File: src/logic/bml_pkg.sv
// package of constants for the boot mode image loader
package bml_pkg;
   // boot path codes on the two low boot-select bits
   localparam logic [1:0] BP_UART  = 2'h0;
   localparam logic [1:0] BP_NET   = 2'h1;
   localparam logic [1:0] BP_FLASH = 2'h2;
   localparam logic [1:0] BP_ROM   = 2'h3;
   // boot error codes driven on the led pins, except ERR_BAD_MODE which is never set
   localparam logic [2:0] ERR_NONE     = 3'h0;
   localparam logic [2:0] ERR_BAD_IMG  = 3'h1;
   localparam logic [2:0] ERR_TOO_BIG  = 3'h2;
   localparam logic [2:0] ERR_BAD_ADDR = 3'h3;
   localparam logic [2:0] ERR_CHECKSUM = 3'h4;
   localparam logic [2:0] ERR_NO_FLASH = 3'h5;
   localparam logic [2:0] ERR_BAD_MODE = 3'h6;
   // uart download limits
   localparam logic [31:0] SRAM_LO   = 32'h0202_0000;
   localparam logic [31:0] SRAM_HI   = 32'h0203_ffff;
   localparam logic [31:0] LEN_MAX   = 32'h0002_0000;
   localparam logic [1:0]  LAST_BYTE = 2'h3;
   // default file-transfer server address 10.1.254.250
   localparam logic [31:0] TFTP_IP_DEFAULT = 32'h0a01_fefa;
   // strap settle delay, in cycles after reset release
   localparam logic [3:0]  STRAP_WAIT = 4'h4;
   // boot sequencer states
   typedef enum logic [3:0] {
      ST_STRAP, ST_DECIDE, ST_FL_HDR, ST_FL_LOAD, ST_NET_WAIT, ST_NET_PROG,
      ST_U_ADDR, ST_U_LEN, ST_U_DATA, ST_U_SUM, ST_RUN, ST_FAIL
   } bml_state_e;
endpackage

File: src/logic/bml_boot_loader.sv
// boot mode selection and image loading sequencer
// How it works
// - straps sampled once after reset release
// - exactly four boot paths exist
// - low bits pick path, high bit flash family
// - flash cs strap low means no flash
// - flash straps inputs, then outputs for flash
// - flash image decrypted into ram before run
// - flash header read first gives image location
// - rom path starts rom firmware directly
// - network path waits for file transfer image
// - default server address 10.1.254.250
// - server address replaceable from flash parameter
// - rewrite flash only if good and present
// - transfer errors reported to remote client
// - first four bytes: destination in sram window
// - next four bytes: payload length
// - zero or oversize length: error, restart
// - trailer is inverted xor of words
// - checksum match jumps, mismatch restarts
// - errors shown on three led pins
// - error code values as listed
module bml_boot_loader
   import bml_pkg::*;
(
   input  wire logic        ref_clk_in,          // system clock, 200 MHz
   input  wire logic        srst_in,             // synchronous reset, high
   input  wire logic        boot_sel_bit0_in,    // strap pin, boot select bit 0
   input  wire logic        boot_sel_bit1_in,    // strap pin, boot select bit 1
   input  wire logic        boot_sel_bit2_in,    // strap pin, flash family
   input  wire logic        flash_clk_type0_strap_in, // strap, flash clock pin
   input  wire logic        flash_cs_type1_strap_in,  // strap, low = no flash
   input  wire logic        flash_clk_drv_in,    // flash engine serial clock
   input  wire logic        flash_cs_drv_in,     // flash engine chip select
   output logic             flash_clk_type0_strap_out, // pad output value
   output logic             flash_clk_type0_strap_oe_out, // pad drive enable
   output logic             flash_cs_type1_strap_out,  // pad output value
   output logic             flash_cs_type1_strap_oe_out,  // pad drive enable
   output logic             err_led_bit0_out,    // error code bit 0
   output logic             err_led_bit1_out,    // error code bit 1
   output logic             err_led_bit2_out,    // error code bit 2
   output logic             err_led_oe_out,      // led pins driven
   output logic [1:0]       boot_path_out,       // sampled boot path
   output logic             flash_family_out,    // sampled flash family
   output logic             flash_present_out,   // flash attached
   output logic             flash_req_out,       // flash engine request
   output logic             flash_hdr_out,       // request is header read
   output logic [31:0]      flash_img_addr_out,  // image location from header
   input  wire logic [31:0] flash_hdr_addr_in,   // header image location
   input  wire logic        flash_hdr_valid_in,  // header read done, pulse
   input  wire logic        flash_hdr_ok_in,     // header holds valid image
   input  wire logic [31:0] flash_ip_param_in,   // stored server address
   input  wire logic        flash_ip_param_valid_in, // stored address present
   input  wire logic        flash_load_done_in,  // decrypt copy done, pulse
   output logic [31:0]      tftp_server_ip_out,  // server address in use
   output logic             net_wait_out,        // awaiting network image
   input  wire logic        net_img_done_in,     // image received, pulse
   input  wire logic        net_img_ok_in,       // image passed integrity
   input  wire logic        net_xfer_err_in,     // session error, pulse
   output logic             net_err_report_out,  // send error to client, pulse
   output logic             net_prog_out,        // rewrite flash request
   input  wire logic        net_prog_done_in,    // flash rewrite done, pulse
   input  wire logic [7:0]  uart_rx_data_in,     // uart received byte
   input  wire logic        uart_rx_valid_in,    // byte strobe
   output logic             uart_err_msg_out,    // send error to host, pulse
   output logic             sram_we_out,         // sram word write strobe
   output logic [31:0]      sram_addr_out,       // sram word address
   output logic [31:0]      sram_wdata_out,      // sram word data
   output logic             run_out,             // start execution
   output logic             run_from_rom_out,    // execute rom firmware
   output logic [31:0]      run_addr_out         // jump address
);
   // strap synchronisers, two flops each
   logic [4:0] strap_s1;            // first stage, read by second only
   logic [4:0] strap_s2;            // second stage
   logic [4:0] strap_raw;           // pin bundle
   logic [3:0] strap_cnt;           // settle counter
   bml_state_e state;               // sequencer state
   bml_state_e next_state;          // next sequencer state
   logic [2:0]  err_code;           // latched error code
   logic [1:0]  byte_idx;           // byte within current word
   logic [31:0] word_sr;            // assembly shift register
   logic [31:0] dest;               // uart destination
   logic [31:0] len;                // uart remaining length
   logic [31:0] wr_ptr;             // uart write address
   logic [31:0] xsum;               // running xor of words
   logic        fl_present;         // flash present strap

   assign strap_raw = {flash_cs_type1_strap_in, flash_clk_type0_strap_in,
                       boot_sel_bit2_in, boot_sel_bit1_in, boot_sel_bit0_in};

   // word assembly, least significant byte first
   wire        word_done = uart_rx_valid_in && (byte_idx == LAST_BYTE);
   wire [31:0] word_full = {uart_rx_data_in, word_sr[31:8]};
   // header and trailer checks
   wire addr_bad = (word_full < SRAM_LO) || (word_full > SRAM_HI);
   wire len_bad  = (word_full == 32'h0) || (word_full > LEN_MAX);
   wire sum_ok   = (word_full == ~xsum);
   wire [31:0] len_left = len - 32'h4;
   wire        in_boot  = (state == ST_STRAP) || (state == ST_DECIDE);

   // strap synchroniser
   always_ff @(posedge ref_clk_in) begin
      strap_s1 <= strap_raw;
      strap_s2 <= strap_s1;
   end

   // next state decode
   always_comb begin
      next_state = state;
      case (state)
         ST_STRAP:    if (strap_cnt == STRAP_WAIT) next_state = ST_DECIDE;
         ST_DECIDE: begin
            // four paths only
            case (boot_path_out)
               BP_FLASH: next_state = fl_present ? ST_FL_HDR : ST_FAIL;
               BP_NET:   next_state = ST_NET_WAIT;
               BP_ROM:   next_state = ST_RUN;
               BP_UART:  next_state = ST_U_ADDR;
               default:  next_state = ST_FAIL;
            endcase
         end
         ST_FL_HDR: if (flash_hdr_valid_in)
            next_state = flash_hdr_ok_in ? ST_FL_LOAD : ST_FAIL;
         ST_FL_LOAD:  if (flash_load_done_in) next_state = ST_RUN;
         ST_NET_WAIT: if (net_img_done_in && net_img_ok_in && fl_present)
            next_state = ST_NET_PROG;
         ST_NET_PROG: if (net_prog_done_in) next_state = ST_FL_HDR;
         ST_U_ADDR:   if (word_done) next_state = addr_bad ? ST_U_ADDR : ST_U_LEN;
         ST_U_LEN:    if (word_done) next_state = len_bad ? ST_U_ADDR : ST_U_DATA;
         ST_U_DATA:   if (word_done && len_left == 32'h0) next_state = ST_U_SUM;
         ST_U_SUM:    if (word_done) next_state = sum_ok ? ST_RUN : ST_U_ADDR;
         ST_RUN:      next_state = ST_RUN;
         ST_FAIL:     next_state = ST_FAIL;
         default:     next_state = ST_FAIL;
      endcase
   end

   // state, strap capture and counters
   always_ff @(posedge ref_clk_in) begin
      if (srst_in) begin
         state         <= ST_STRAP;
         strap_cnt     <= 4'h0;
         boot_path_out <= BP_UART;
         flash_family_out <= 1'b0;
         fl_present    <= 1'b0;
      end else begin
         state <= next_state;
         if (state == ST_STRAP) begin
            strap_cnt <= strap_cnt + 4'h1;
            if (strap_cnt == STRAP_WAIT) begin
               boot_path_out    <= strap_s2[1:0];
               flash_family_out <= strap_s2[2];
               fl_present       <= strap_s2[4];
            end
         end
      end
   end

   // uart byte collection and image write
   always_ff @(posedge ref_clk_in) begin
      if (srst_in) begin
         byte_idx <= 2'h0;
         word_sr  <= 32'h0;
         dest     <= 32'h0;
         len      <= 32'h0;
         wr_ptr   <= 32'h0;
         xsum     <= 32'h0;
         sram_we_out    <= 1'b0;
         sram_addr_out  <= 32'h0;
         sram_wdata_out <= 32'h0;
         uart_err_msg_out <= 1'b0;
      end else begin
         sram_we_out      <= 1'b0;
         uart_err_msg_out <= 1'b0;
         if (uart_rx_valid_in) begin
            byte_idx <= byte_idx + 2'h1;
            word_sr  <= word_full;
         end
         if (word_done) begin
            case (state)
               ST_U_ADDR: begin
                  dest   <= word_full;
                  wr_ptr <= word_full;
                  xsum   <= 32'h0;
                  uart_err_msg_out <= addr_bad;
               end
               ST_U_LEN: begin
                  len <= word_full;
                  uart_err_msg_out <= len_bad;
               end
               ST_U_DATA: begin
                  sram_we_out    <= 1'b1;
                  sram_addr_out  <= wr_ptr;
                  sram_wdata_out <= word_full;
                  wr_ptr <= wr_ptr + 32'h4;
                  len    <= len_left;
                  xsum   <= xsum ^ word_full;
               end
               ST_U_SUM:  uart_err_msg_out <= !sum_ok;
               default:   xsum <= xsum;
            endcase
         end
      end
   end

   // error code, run and network outputs
   always_ff @(posedge ref_clk_in) begin
      if (srst_in) begin
         err_code <= ERR_NONE;
         tftp_server_ip_out <= TFTP_IP_DEFAULT;
         net_err_report_out <= 1'b0;
         run_addr_out <= 32'h0;
      end else begin
         net_err_report_out <= (state == ST_NET_WAIT) &&
                               (net_xfer_err_in || (net_img_done_in && !net_img_ok_in));
         if (state == ST_NET_WAIT && flash_ip_param_valid_in)
            tftp_server_ip_out <= flash_ip_param_in;
         if (state == ST_DECIDE && boot_path_out == BP_FLASH && !fl_present)
            err_code <= ERR_NO_FLASH;
         if (state == ST_NET_WAIT && net_img_done_in && net_img_ok_in && !fl_present)
            err_code <= ERR_NO_FLASH;
         if (state == ST_FL_HDR && flash_hdr_valid_in && !flash_hdr_ok_in)
            err_code <= ERR_BAD_IMG;
         if (word_done) begin
            if (state == ST_U_ADDR)
               err_code <= addr_bad ? ERR_BAD_ADDR : ERR_NONE;
            if (state == ST_U_LEN && len_bad)
               err_code <= ERR_TOO_BIG;
            if (state == ST_U_SUM && !sum_ok)
               err_code <= ERR_CHECKSUM;
            if (state == ST_U_SUM && sum_ok)
               run_addr_out <= dest;
         end
         if (state == ST_FL_LOAD && flash_load_done_in)
            run_addr_out <= flash_img_addr_out;
      end
   end

   // flash image location from header
   always_ff @(posedge ref_clk_in) begin
      if (srst_in)
         flash_img_addr_out <= 32'h0;
      else if (state == ST_FL_HDR && flash_hdr_valid_in)
         flash_img_addr_out <= flash_hdr_addr_in;
   end

   // pad direction: straps are inputs while booting, flash lines later only when flash is present
   assign flash_clk_type0_strap_oe_out = !in_boot && fl_present;
   assign flash_cs_type1_strap_oe_out  = !in_boot && fl_present;
   assign flash_clk_type0_strap_out    = flash_clk_drv_in;
   assign flash_cs_type1_strap_out     = flash_cs_drv_in;
   // led pins show the error code once boot sampling is over
   assign err_led_oe_out   = !in_boot;
   assign err_led_bit0_out = err_code[0];
   assign err_led_bit1_out = err_code[1];
   assign err_led_bit2_out = err_code[2];
   assign flash_present_out = fl_present;
   assign flash_req_out    = (state == ST_FL_HDR) || (state == ST_FL_LOAD);
   assign flash_hdr_out    = (state == ST_FL_HDR);
   assign net_wait_out     = (state == ST_NET_WAIT);
   assign net_prog_out     = (state == ST_NET_PROG);
   assign run_out          = (state == ST_RUN);
   assign run_from_rom_out = (state == ST_RUN) && (boot_path_out == BP_ROM);
endmodule

File: config.mk
export PLATFORM = sky130hd
export DESIGN_NAME = bml_boot_loader
export DESIGN_NICKNAME = d
export VERILOG_FILES = /design/src/logic/bml_pkg.sv /design/src/logic/bml_boot_loader.sv
export SDC_FILE = /design/constraint.sdc
export NUM_CORES = 1
export LEC_CHECK = 0
export BUFFER_PORTS_ARGS = -buffer_cell sky130_fd_sc_hd__buf_2
export CAP_MARGIN = 20
export CORE_UTILIZATION = 39
export CTS_BUF_LIST = sky130_fd_sc_hd__clkbuf_4
export DETAILED_ROUTE_END_ITERATION = 7
export MAX_ROUTING_LAYER = met4
export PLACE_DENSITY = 0.63
export SLEW_MARGIN = 20
export SYNTH_ARGS = -nofsm -noshare
export SYNTH_HDL_FRONTEND = slang
export SYNTH_SLANG_ARGS = --single-unit
File: constraint.sdc
create_clock -name ref_clk_in -period 7 [get_ports ref_clk_in]
set_clock_uncertainty 0.2 [all_clocks]
set_input_delay 0.35 -clock ref_clk_in [delete_from_list [all_inputs] [get_ports ref_clk_in]]
set_output_delay 0.35 -clock ref_clk_in [all_outputs]
set_load 0.03 [all_outputs]
======== Word level (Yosys, flattened, before mapping) ========
Index checks and enable logic that the tools add are counted.
word-level totals
  logic and storage cells ................. 135
  bits in registers ....................... 350
  bits in writable memories ............... 0
  output and inout port bits .............. 181
  input port bits ......................... 90
  memories kept ........................... 0
  latch bits .............................. 0
  ROM bits ................................ 0
cells by class
  shifts and indexed selects .............. 0
  $lt $le $gt $ge ......................... 3
  bitwise operators ....................... 3
  equal/unequal tests ..................... 25
  multipliers ............................. 0
  reductions and logical operators ........ 46
  multiplexer cells ....................... 32
  $add $sub $neg .......................... 4
  div/mod/pow operators ................... 0
operators by type and width
  operator                 count
  $pmux W32 S2             3
  $mux W32                 3
  $logic_not A32 Y1        2
  $mux W4                  13
  $pmux W4 S11             1
  $add A32 B3 Y32 const B  1
  $eq A32 B32 Y1           1
  $gt A32 B18 Y1 const B   1
  $gt A32 B26 Y1 const B   1
  $lt A32 B26 Y1 const B   1
  $not A32 Y32             1
  $sub A32 B3 Y32 const B  1
  $xor A32 B32 Y32         1
  $mux W3                  7
  $eq A4 B3 Y1 const B     5
  $logic_and A1 B1 Y1      20
  $pmux W4 S4              1
  $eq A4 B4 Y1 const B     3
  $reduce_and A2 Y1        6
  $ne A2 B2 Y1 const B     5
  $reduce_and A9 Y1        1
  $eq A4 B2 Y1 const B     2
  $ne A2 B1 Y1 const B     4
  $reduce_bool A2 Y1       4
  14 further kinds         25

======== Logic depth before layout (Yosys ltp) ========
Gate-level depths: netlist (run 1).
  depth after elaboration ................. 10
  depth in mapped cells ................... 10
  gate-level depth less buffers ........... 9

======== Worst setup path after synthesis (run 1) ========
Ideal clock, no wire load.
  path kind ............................... register to register
  from .................................... reg state[1]
  to ...................................... reg state[1]
  required time ........................... 6,677 ps
  data arrival time ....................... 2,952 ps
  stages on the path, launching flop included .. 9
  buffers on the path ..................... 1
  slack ................................... 3,725 ps
  setup time .............................. 123 ps
  clock period less this slack ............ 3,275 ps
  path through ............................ dfxtp_1 > clkbuf_1 > nor4b_1 > a22o_1 > or4_1 > nand4b_1 > nor4_2 > a21oi_2 > mux2_1
on the way
  longest elaborated chain between the ends .. 3
  elaborated cells on any way between the ends .. 22
  those cells by class .................... eq/ne: 19; mux: 1; reduce/logical: 2
ends and longest elaborated chain
  element                             line                    RTL
  start, declared                     bml_boot_loader.sv:78   bml_state_e state;
  start signal, assigned              bml_boot_loader.sv:148  state <= next_state;
  $eq A4 B3 Y1 *                      n/a
  named net net_wait_out              bml_boot_loader.sv:56   output logic net_wait_out,
  $ne A2 B1 Y1 (no source line)       n/a
  $reduce_and A9 Y1 (no source line)  n/a
Mark *: on every way through the listed nets, which the timed path passes. The rest lies on a longest branch.
A chain may end at the register's enable or synchronous reset.

======== Final worst setup path (run 1) ========
  from .................................... in uart_rx_valid_in
  to ...................................... reg xsum[17]
on the way
  longest elaborated chain between the ends .. 2
ends and longest elaborated chain
  element                             line                    RTL
  start, declared                     bml_boot_loader.sv:64   input wire logic uart_rx_valid_in,
  $logic_and A1 B1 Y1                 bml_boot_loader.sv:93   wire word_done = uart_rx_valid_in && (byte_idx == LAST_BYTE);
  $reduce_and A2 Y1 (no source line)  n/a
  end signal, assigned                bml_boot_loader.sv:198  xsum <= xsum ^ word_full;
  end signal, assigned                bml_boot_loader.sv:201  default: xsum <= xsum;
  end, declared                       bml_boot_loader.sv:86   logic [31:0] xsum;
No other way between the ends.

==> flow_summary.yaml, run 1 <==
synthesis:
  synth_top_area_share_pct: 44.2
  netlist-cell-type-count: 70
  syn_nets: 2070
  netlist_instances: 1974
  async_flop_share_pct: 0
  yosys_warnings: 0
  synth-edff-count: 0
  yosys.area.top_type: "dfxtp_1"
  ys_ff_latch: 340
  syn_area_per_cell_um2: 7.80
  synth_seq_area_share_pct: 44.2
  synth.cell_area_um2: 15400
  synth_flop_cell: "dfxtp_1"
  ys_top_cells_by_area: "dfxtp_1, nand2_1, a21oi_1"
power:
  power.leakage_nw: 7.84
  ir_drop_uv: 90.6
  power_density_nw_per_um2: 230
route:
  routed-via-count: 15600
  route.detailed.drc: 0
  drtIter0Drc: 1397
  wl_per_cell_um: 17.7
  firstDrtPassIters: 6
  antenna_left: 0
  viasPerCell: 5.41
  wl_mm: 51.2
global_routing:
  met2_usage_pct: 40.1
  grt_pass1_vias: 14800
  met3_usage_pct: 5.62
  grt_usage_pct: 25.4
  use_met1_pct: 30.6
  grt_start_max_net_pins: 222
  overflow: 0
  busiest_layer: "met2"
  antenna_found_initial: 4
  grt_first_pass_wirelength_mm: 80.1
floorplanning:
  start_util_pct: 39.7
  rows: 72
  dieArea_um2: 40300
  die_y_um: 201
  pin_count: 271
  core-area_um2: 38800
  die_x_um: 201
critical_path:
  worst_path_max_delay_cell: "nor4_2"
  slowest_delay_ns: 0.87
  crit_buf_inv: 3
  crit_path_cell_trace: "buf_2, nand2_1, nor4_2, buf_4, nor2_2, buf_4, a21oi_1, nor2_1"
  path_max_fanout: 30
  crit_arrival_ns: 3.88
  crit_top_cell: "buf_4"
  crit_family: "simple AND/OR/NAND/NOR gates"
  worstPathRequired_ns: 7.36
  cp-start-kind: "input port"
  end_kind: "flip-flop"
  crit_type: "input port to flip-flop"
timing:
  finalHoldViolCount: 0
  drv_slew: 0
  max_slew_margin_pct: 24.6
  fin_tns_setup_ns: 0
  min_period_over_period_pct: 50.3
  rsz0062_at_grt: "no"
  fin_crit_ns: 3.52
  worst_pin_slew_ns: 1.13
  setup-violations-final: 0
  fmaxAchievable_mhz: 284
cts:
  clk_pin_slew_ns: 0.07
  post_cts_resized: 0
  root_buffer: "clkbuf_4"
  cts.path.max_buffers: 3
  worst_skew_pair.late_latency_ns: 0.72
  cts_max_level: 3
  cts_buffers: 90
  cts_sinks: 340
  cts_tree: "yes"
finish:
  fill_cells: 3728
  drive_above_1_share_pct: 19.0
  area_growth_pct: 24.9
  fin_util_pct: 49.5
  nNetsFinal: 2398
  fin_cells: 2890
placement:
  dp_hpwl_mm: 31.7
  place.gp.congestion: 0.880
  dp_cells: 2606
  io_buffers: 265
status:
  status: "completed"
flow_run:
  cap_violations: 0
worst_hold_path:
  hp-class: "input port to flip-flop"
==> cell families (layout without fill, tap and decap cells) <==
kind of cell / after synthesis / count (layout) / share of synthesized area, %
AO/OA/AOI/OAI: 492 / 492 / 18.5
adder cells (fa/ha/maj): 6 / 6 / 0.488
XOR/XNOR: 39 / 39 / 2.22
multiplexers: 62 / 62 / 4.05
flip-flops: 340 / 340 / 44.2
buffers and inverters: 187 / 581 / 5.01
AND/OR/NAND/NOR: 848 / 848 / 25.5
other: 0 / 4 / 0
==> layout by cell type (no fill, tap or decap), drive strengths merged, types with 7 or more instances in the layout <==
| master | instances |
|---|---|
| nand4 | 21 |
| and2 | 11 |
| clkinv | 22 |
| dfxtp | 340 |
| nand3 | 28 |
| a211oi | 47 |
| mux2i | 60 |
| o31ai | 20 |
| o21a | 7 |
| dlygate4sd3 | 121 |
| inv | 12 |
| nor4 | 18 |
| nor3 | 24 |
| nand3b | 54 |
| and3 | 12 |
| clkbuf | 136 |
| o22ai | 15 |
| a22oi | 18 |
| nor2b | 8 |
| o21ai | 65 |
| nand2b | 37 |
| nand2 | 406 |
| buf | 290 |
| a31oi | 11 |
| nor2 | 190 |
| or4 | 9 |
| xor2 | 34 |
| a21oi | 279 |
| or3 | 7 |
==> flip-flops by register name (all words and copies together), names as in the netlist, 3 cells and up <==
| register | flops |
|---|---|
| xsum | 32 |
| run_addr_out | 32 |
| sram_wdata_out | 32 |
| sram_addr_out | 32 |
| word_sr | 24 |
| strap_cnt | 4 |
| state | 4 |
| len | 32 |
| strap_s2 | 4 |
| wr_ptr | 32 |
| strap_s1 | 4 |
| flash_img_addr_out | 32 |
| tftp_server_ip_out | 32 |
| dest | 32 |
| err_code | 3 |
==> stage by stage <==
stage / area, µm² / worst slack (ns) / power, mW / hold WS (ns)
finish: 19200 / 3.48 / 4.43 / 0.0679
floorplan: 15400 / 3.72 / 2.52 / 0.110
CTS: 19200 / 3.51 / 4.45 / 0.00123
global route: 19200 / 3.30 / 4.65 / 0.0330
detailed placement: 16900 / 2.77 / 2.70 / 0.117
global placement: 16900 / 2.89 / 2.69 / 0.117
==> worst register-to-register path, stage by stage, from the launching register on <==
cell and delay (ns):
dfxtp_1 0.49, nor2_1 0.44, nand3_4 0.55, nor2_4 0.30, buf_4 0.59, nand2_1 0.14
a21oi_1 0.14, dlygate4sd3_1 0.57
==> Yosys cell counts (all sizes together), types with 20 or more instances <==
library cell  instances
nand2b               37
clkbuf              151
mux2i                60
o31ai                20
nor3                 24
a211oi               47
nand3b               54
xor2                 34
nand4                21
nor2                190
o21ai                65
buf                  24
nand3                28
a21oi               279
dfxtp               340
nand2               406
==> per-layer routing <==
metal | vias to the layer above | routed length (µm) | share of wire, %
met1 | 7376 | 21500 | 42
li1 | 7519 | - | -
met2 | 598 | 23900 | 47
met5 | - | 0 | 0
met3 | 135 | 3740 | 7.3
met4 | 0 | 1990 | 3.9
==> path summary, 6_finish.rpt <==
check,start,to,slack (ns),cells past startpoint
worst max register to register,state[1],sram_wdata_out[28],3.49,7
worst max-delay path,uart_rx_valid_in,xsum[17],3.48,8
worst min register to register,strap_s1[4],strap_s2[4],0.14,0
worst min-delay path,flash_hdr_valid_in,flash_img_addr_out[18],0.07,5
==> layout make-up <==
type | count | area (µm²) | share of cell area [%]
clock buffer | 136 | 1020 | 5.31
inverter | 12 | 45.0 | 0.234
tap | 518 | 648 | 3.37
clock inverter | 22 | 85.1 | 0.442
antenna | 4 | 10.0 | 0.0520
timing repair buffer | 411 | 2760 | 14.3
sequential | 340 | 6810 | 35.4
multi-input combinational | 1447 | 7870 | 40.9
==> repair_timing <==
action                                 in CTS  in global routing
endpoints found under the hold margin     165                  3
setup buffers                               0                  0
hold buffers                              120                  1
==> where the power goes <==
group	internal, mW	leakage [nW]	switching (mW)
sequential	1.98	2.75	0.0729
combinational	0.242	4.43	0.440
clock	0.880	0.665	0.811
Note: power is estimated with default switching activity, not from simulation.
==> run 2, diff against run 1 <==
--- a/config.mk
+++ b/config.mk
@@ -11,7 +11,7 @@
 export CTS_BUF_LIST = sky130_fd_sc_hd__clkbuf_4
 export DETAILED_ROUTE_END_ITERATION = 7
 export MAX_ROUTING_LAYER = met4
-export PLACE_DENSITY = 0.63
+export PLACE_DENSITY = 0.65
 export SLEW_MARGIN = 20
 export SYNTH_ARGS = -nofsm -noshare
 export SYNTH_HDL_FRONTEND = slang
==> constraint.sdc (replaced) <==
create_clock -name ref_clk_in -period 3.2 [get_ports ref_clk_in]
set_clock_uncertainty 0.2 [all_clocks]
set_input_delay 0.16 -clock ref_clk_in [delete_from_list [all_inputs] [get_ports ref_clk_in]]
set_output_delay 0.16 -clock ref_clk_in [all_outputs]
set_load 0.03 [all_outputs]
==> flow_summary.yaml, run 2 (same netlist as run 1, synthesis figures left out) <==
critical_path:
  crit_family: "simple AND/OR/NAND/NOR gates"
  crit_arrival_ns: 3.51
  end_kind: "flip-flop"
  crit_top_cell: "or4_4"
  crit_type: "flip-flop to flip-flop"
  cp-start-kind: "flip-flop"
  worst_path_max_delay_cell: "or4_4"
  path_max_fanout: 6
  slowest_delay_ns: 0.60
  crit_buf_inv: 0
  worstPathRequired_ns: 3.62
  crit_path_cell_trace: "or4_4, or4_4, or3_1, nand4_1, nor4_2, a21oi_2, mux2_1"
power:
  clockPowerShare_pct: 37.6
  power.leakage_nw: 8.37
  switching_share_pct: 30.4
  combPwrFrac_pct: 17.6
  power_density_nw_per_um2: 487
  pwr-share-seq_pct: 44.8
  p_switching_mw: 3.03
  ir_drop_uv: 269
  p_int_mw: 6.94
route:
  antenna_left: 0
  routed-via-count: 16400
  viasPerCell: 5.46
  drtIter0Drc: 1534
  route.detailed.drc: 1
  wl_per_cell_um: 18.4
  wl_mm: 55.5
  firstDrtPassIters: 8
global_routing:
  antenna_found_initial: 3
  met3_usage_pct: 5.63
  use_met1_pct: 32.3
  grt_start_max_net_pins: 156
  grt_usage_pct: 27.6
  grt_first_pass_wirelength_mm: 87.1
  busiest_layer: "met2"
  grt_pass1_vias: 16000
  overflow: 0
  met2_usage_pct: 45.1
floorplanning:
  core-area_um2: 38800
  pin_count: 271
  die_x_um: 201
  dieArea_um2: 40300
  die_y_um: 201
  start_util_pct: 39.7
  rows: 72
flow_run:
  cap_violations: 0
cts:
  cts.path.max_buffers: 3
  worst_skew_pair.late_latency_ns: 0.75
  cts_max_level: 3
  cts_tree: "yes"
  clk_pin_slew_ns: 0.07
  post-cts-setup-buffers: 0
  root_buffer: "clkbuf_4"
  cts_sinks: 340
  cts_buffers: 89
placement:
  place.gp.congestion: 0.891
  dp_hpwl_mm: 33.8
  io_buffers: 265
  place_area_um2: 17300
finish:
  drive_above_1_share_pct: 20.0
  layout_common_cells: "nand2_1, dfxtp_1, a21oi_1"
  area_growth_pct: 33.0
  design_area_um2: 20500
  nNetsFinal: 2524
  layout_commonest_cell: "nand2_1"
timing:
  finalHoldViolCount: 0
  worst_pin_slew_ns: 1.07
  fin_tns_setup_ns: 0
  fin_crit_ns: 3.09
  min_period_over_period_pct: 96.7
  rsz0062_at_grt: "no"
  max_slew_margin_pct: 28.5
  drv_slew: 0
  setup-violations-final: 0
  fmaxAchievable_mhz: 323
status:
  violations: "design-rule violations"
  status: "complete, but fails checks"
worst_hold_path:
  hp-class: "input port to output port"
==> run 2: final timing paths <==
path                         from                        to  slack, ns  depth (start not counted)
setup / recovery          len[15]                  state[2]       0.11                          7
hold / removal    flash_cs_drv_in  flash_cs_type1_strap_out       0.12                          0
setup reg to reg          len[15]                  state[2]       0.11                          7
hold reg to reg       strap_s1[1]               strap_s2[1]       0.13                          0
==> run 2: stage by stage <==
stage / util, % / total power, mW / worst slack [ns] / instances / hold WS (ns)
2_1_floorplan: - / 5.51 / 0.0373 / 1974 / -0.0123
3_3_place_gp: 44.6 / 6.02 / 0.138 / 2650 / 0.0624
3_5_place_dp: 44.6 / 6.05 / 0.131 / 2650 / 0.0641
4_1_cts: 52.7 / 9.96 / 0.109 / 3009 / 0.0737
5_1_grt: 52.7 / 10.4 / 0.00217 / 3011 / 0.120
6_report: 52.7 / 9.97 / 0.107 / 3011 / 0.120
==> run 2: power by group through the flow <==
stage | combinational (mW) | sequential (mW) | clock, mW
after global routing | 1.87 | 4.47 | 4.06
after floorplan | 0.927 | 4.58 | 0
after global placement | 1.49 | 4.54 | 0
after detailed placement | 1.51 | 4.54 | 0
after CTS | 1.69 | 4.45 | 3.82
final | 1.76 | 4.46 | 3.75
==> run 2: layout make-up <==
class	instances	area, µm²
fill	3535	18300
multi-input combinational	1447	7880
sequential	340	6810
timing repair buffer	538	3990
clock buffer	131	983
tap	518	648
clock inverter	23	121
inverter	12	45.0
antenna	2	5.00
==> run 2: repair_timing <==
| item | CTS | global route |
|---|---|---|
| hold buffers | 205 | 0 |
| hold endpoints to repair | 203 | 0 |
| endpoints found under the setup margin | 0 | 28 |
| gates resized for setup | 0 | 4 |
==> run 2: routing by layer <==
| metal | vias up | routed length [µm] | part of all wire [%] |
|---|---|---|---|
| met5 | - | 0 | 0 |
| met4 | 0 | 2390 | 4.3 |
| met3 | 149 | 4350 | 7.8 |
| met2 | 732 | 26100 | 47 |
| met1 | 7799 | 22600 | 41 |
| li1 | 7761 | - | - |
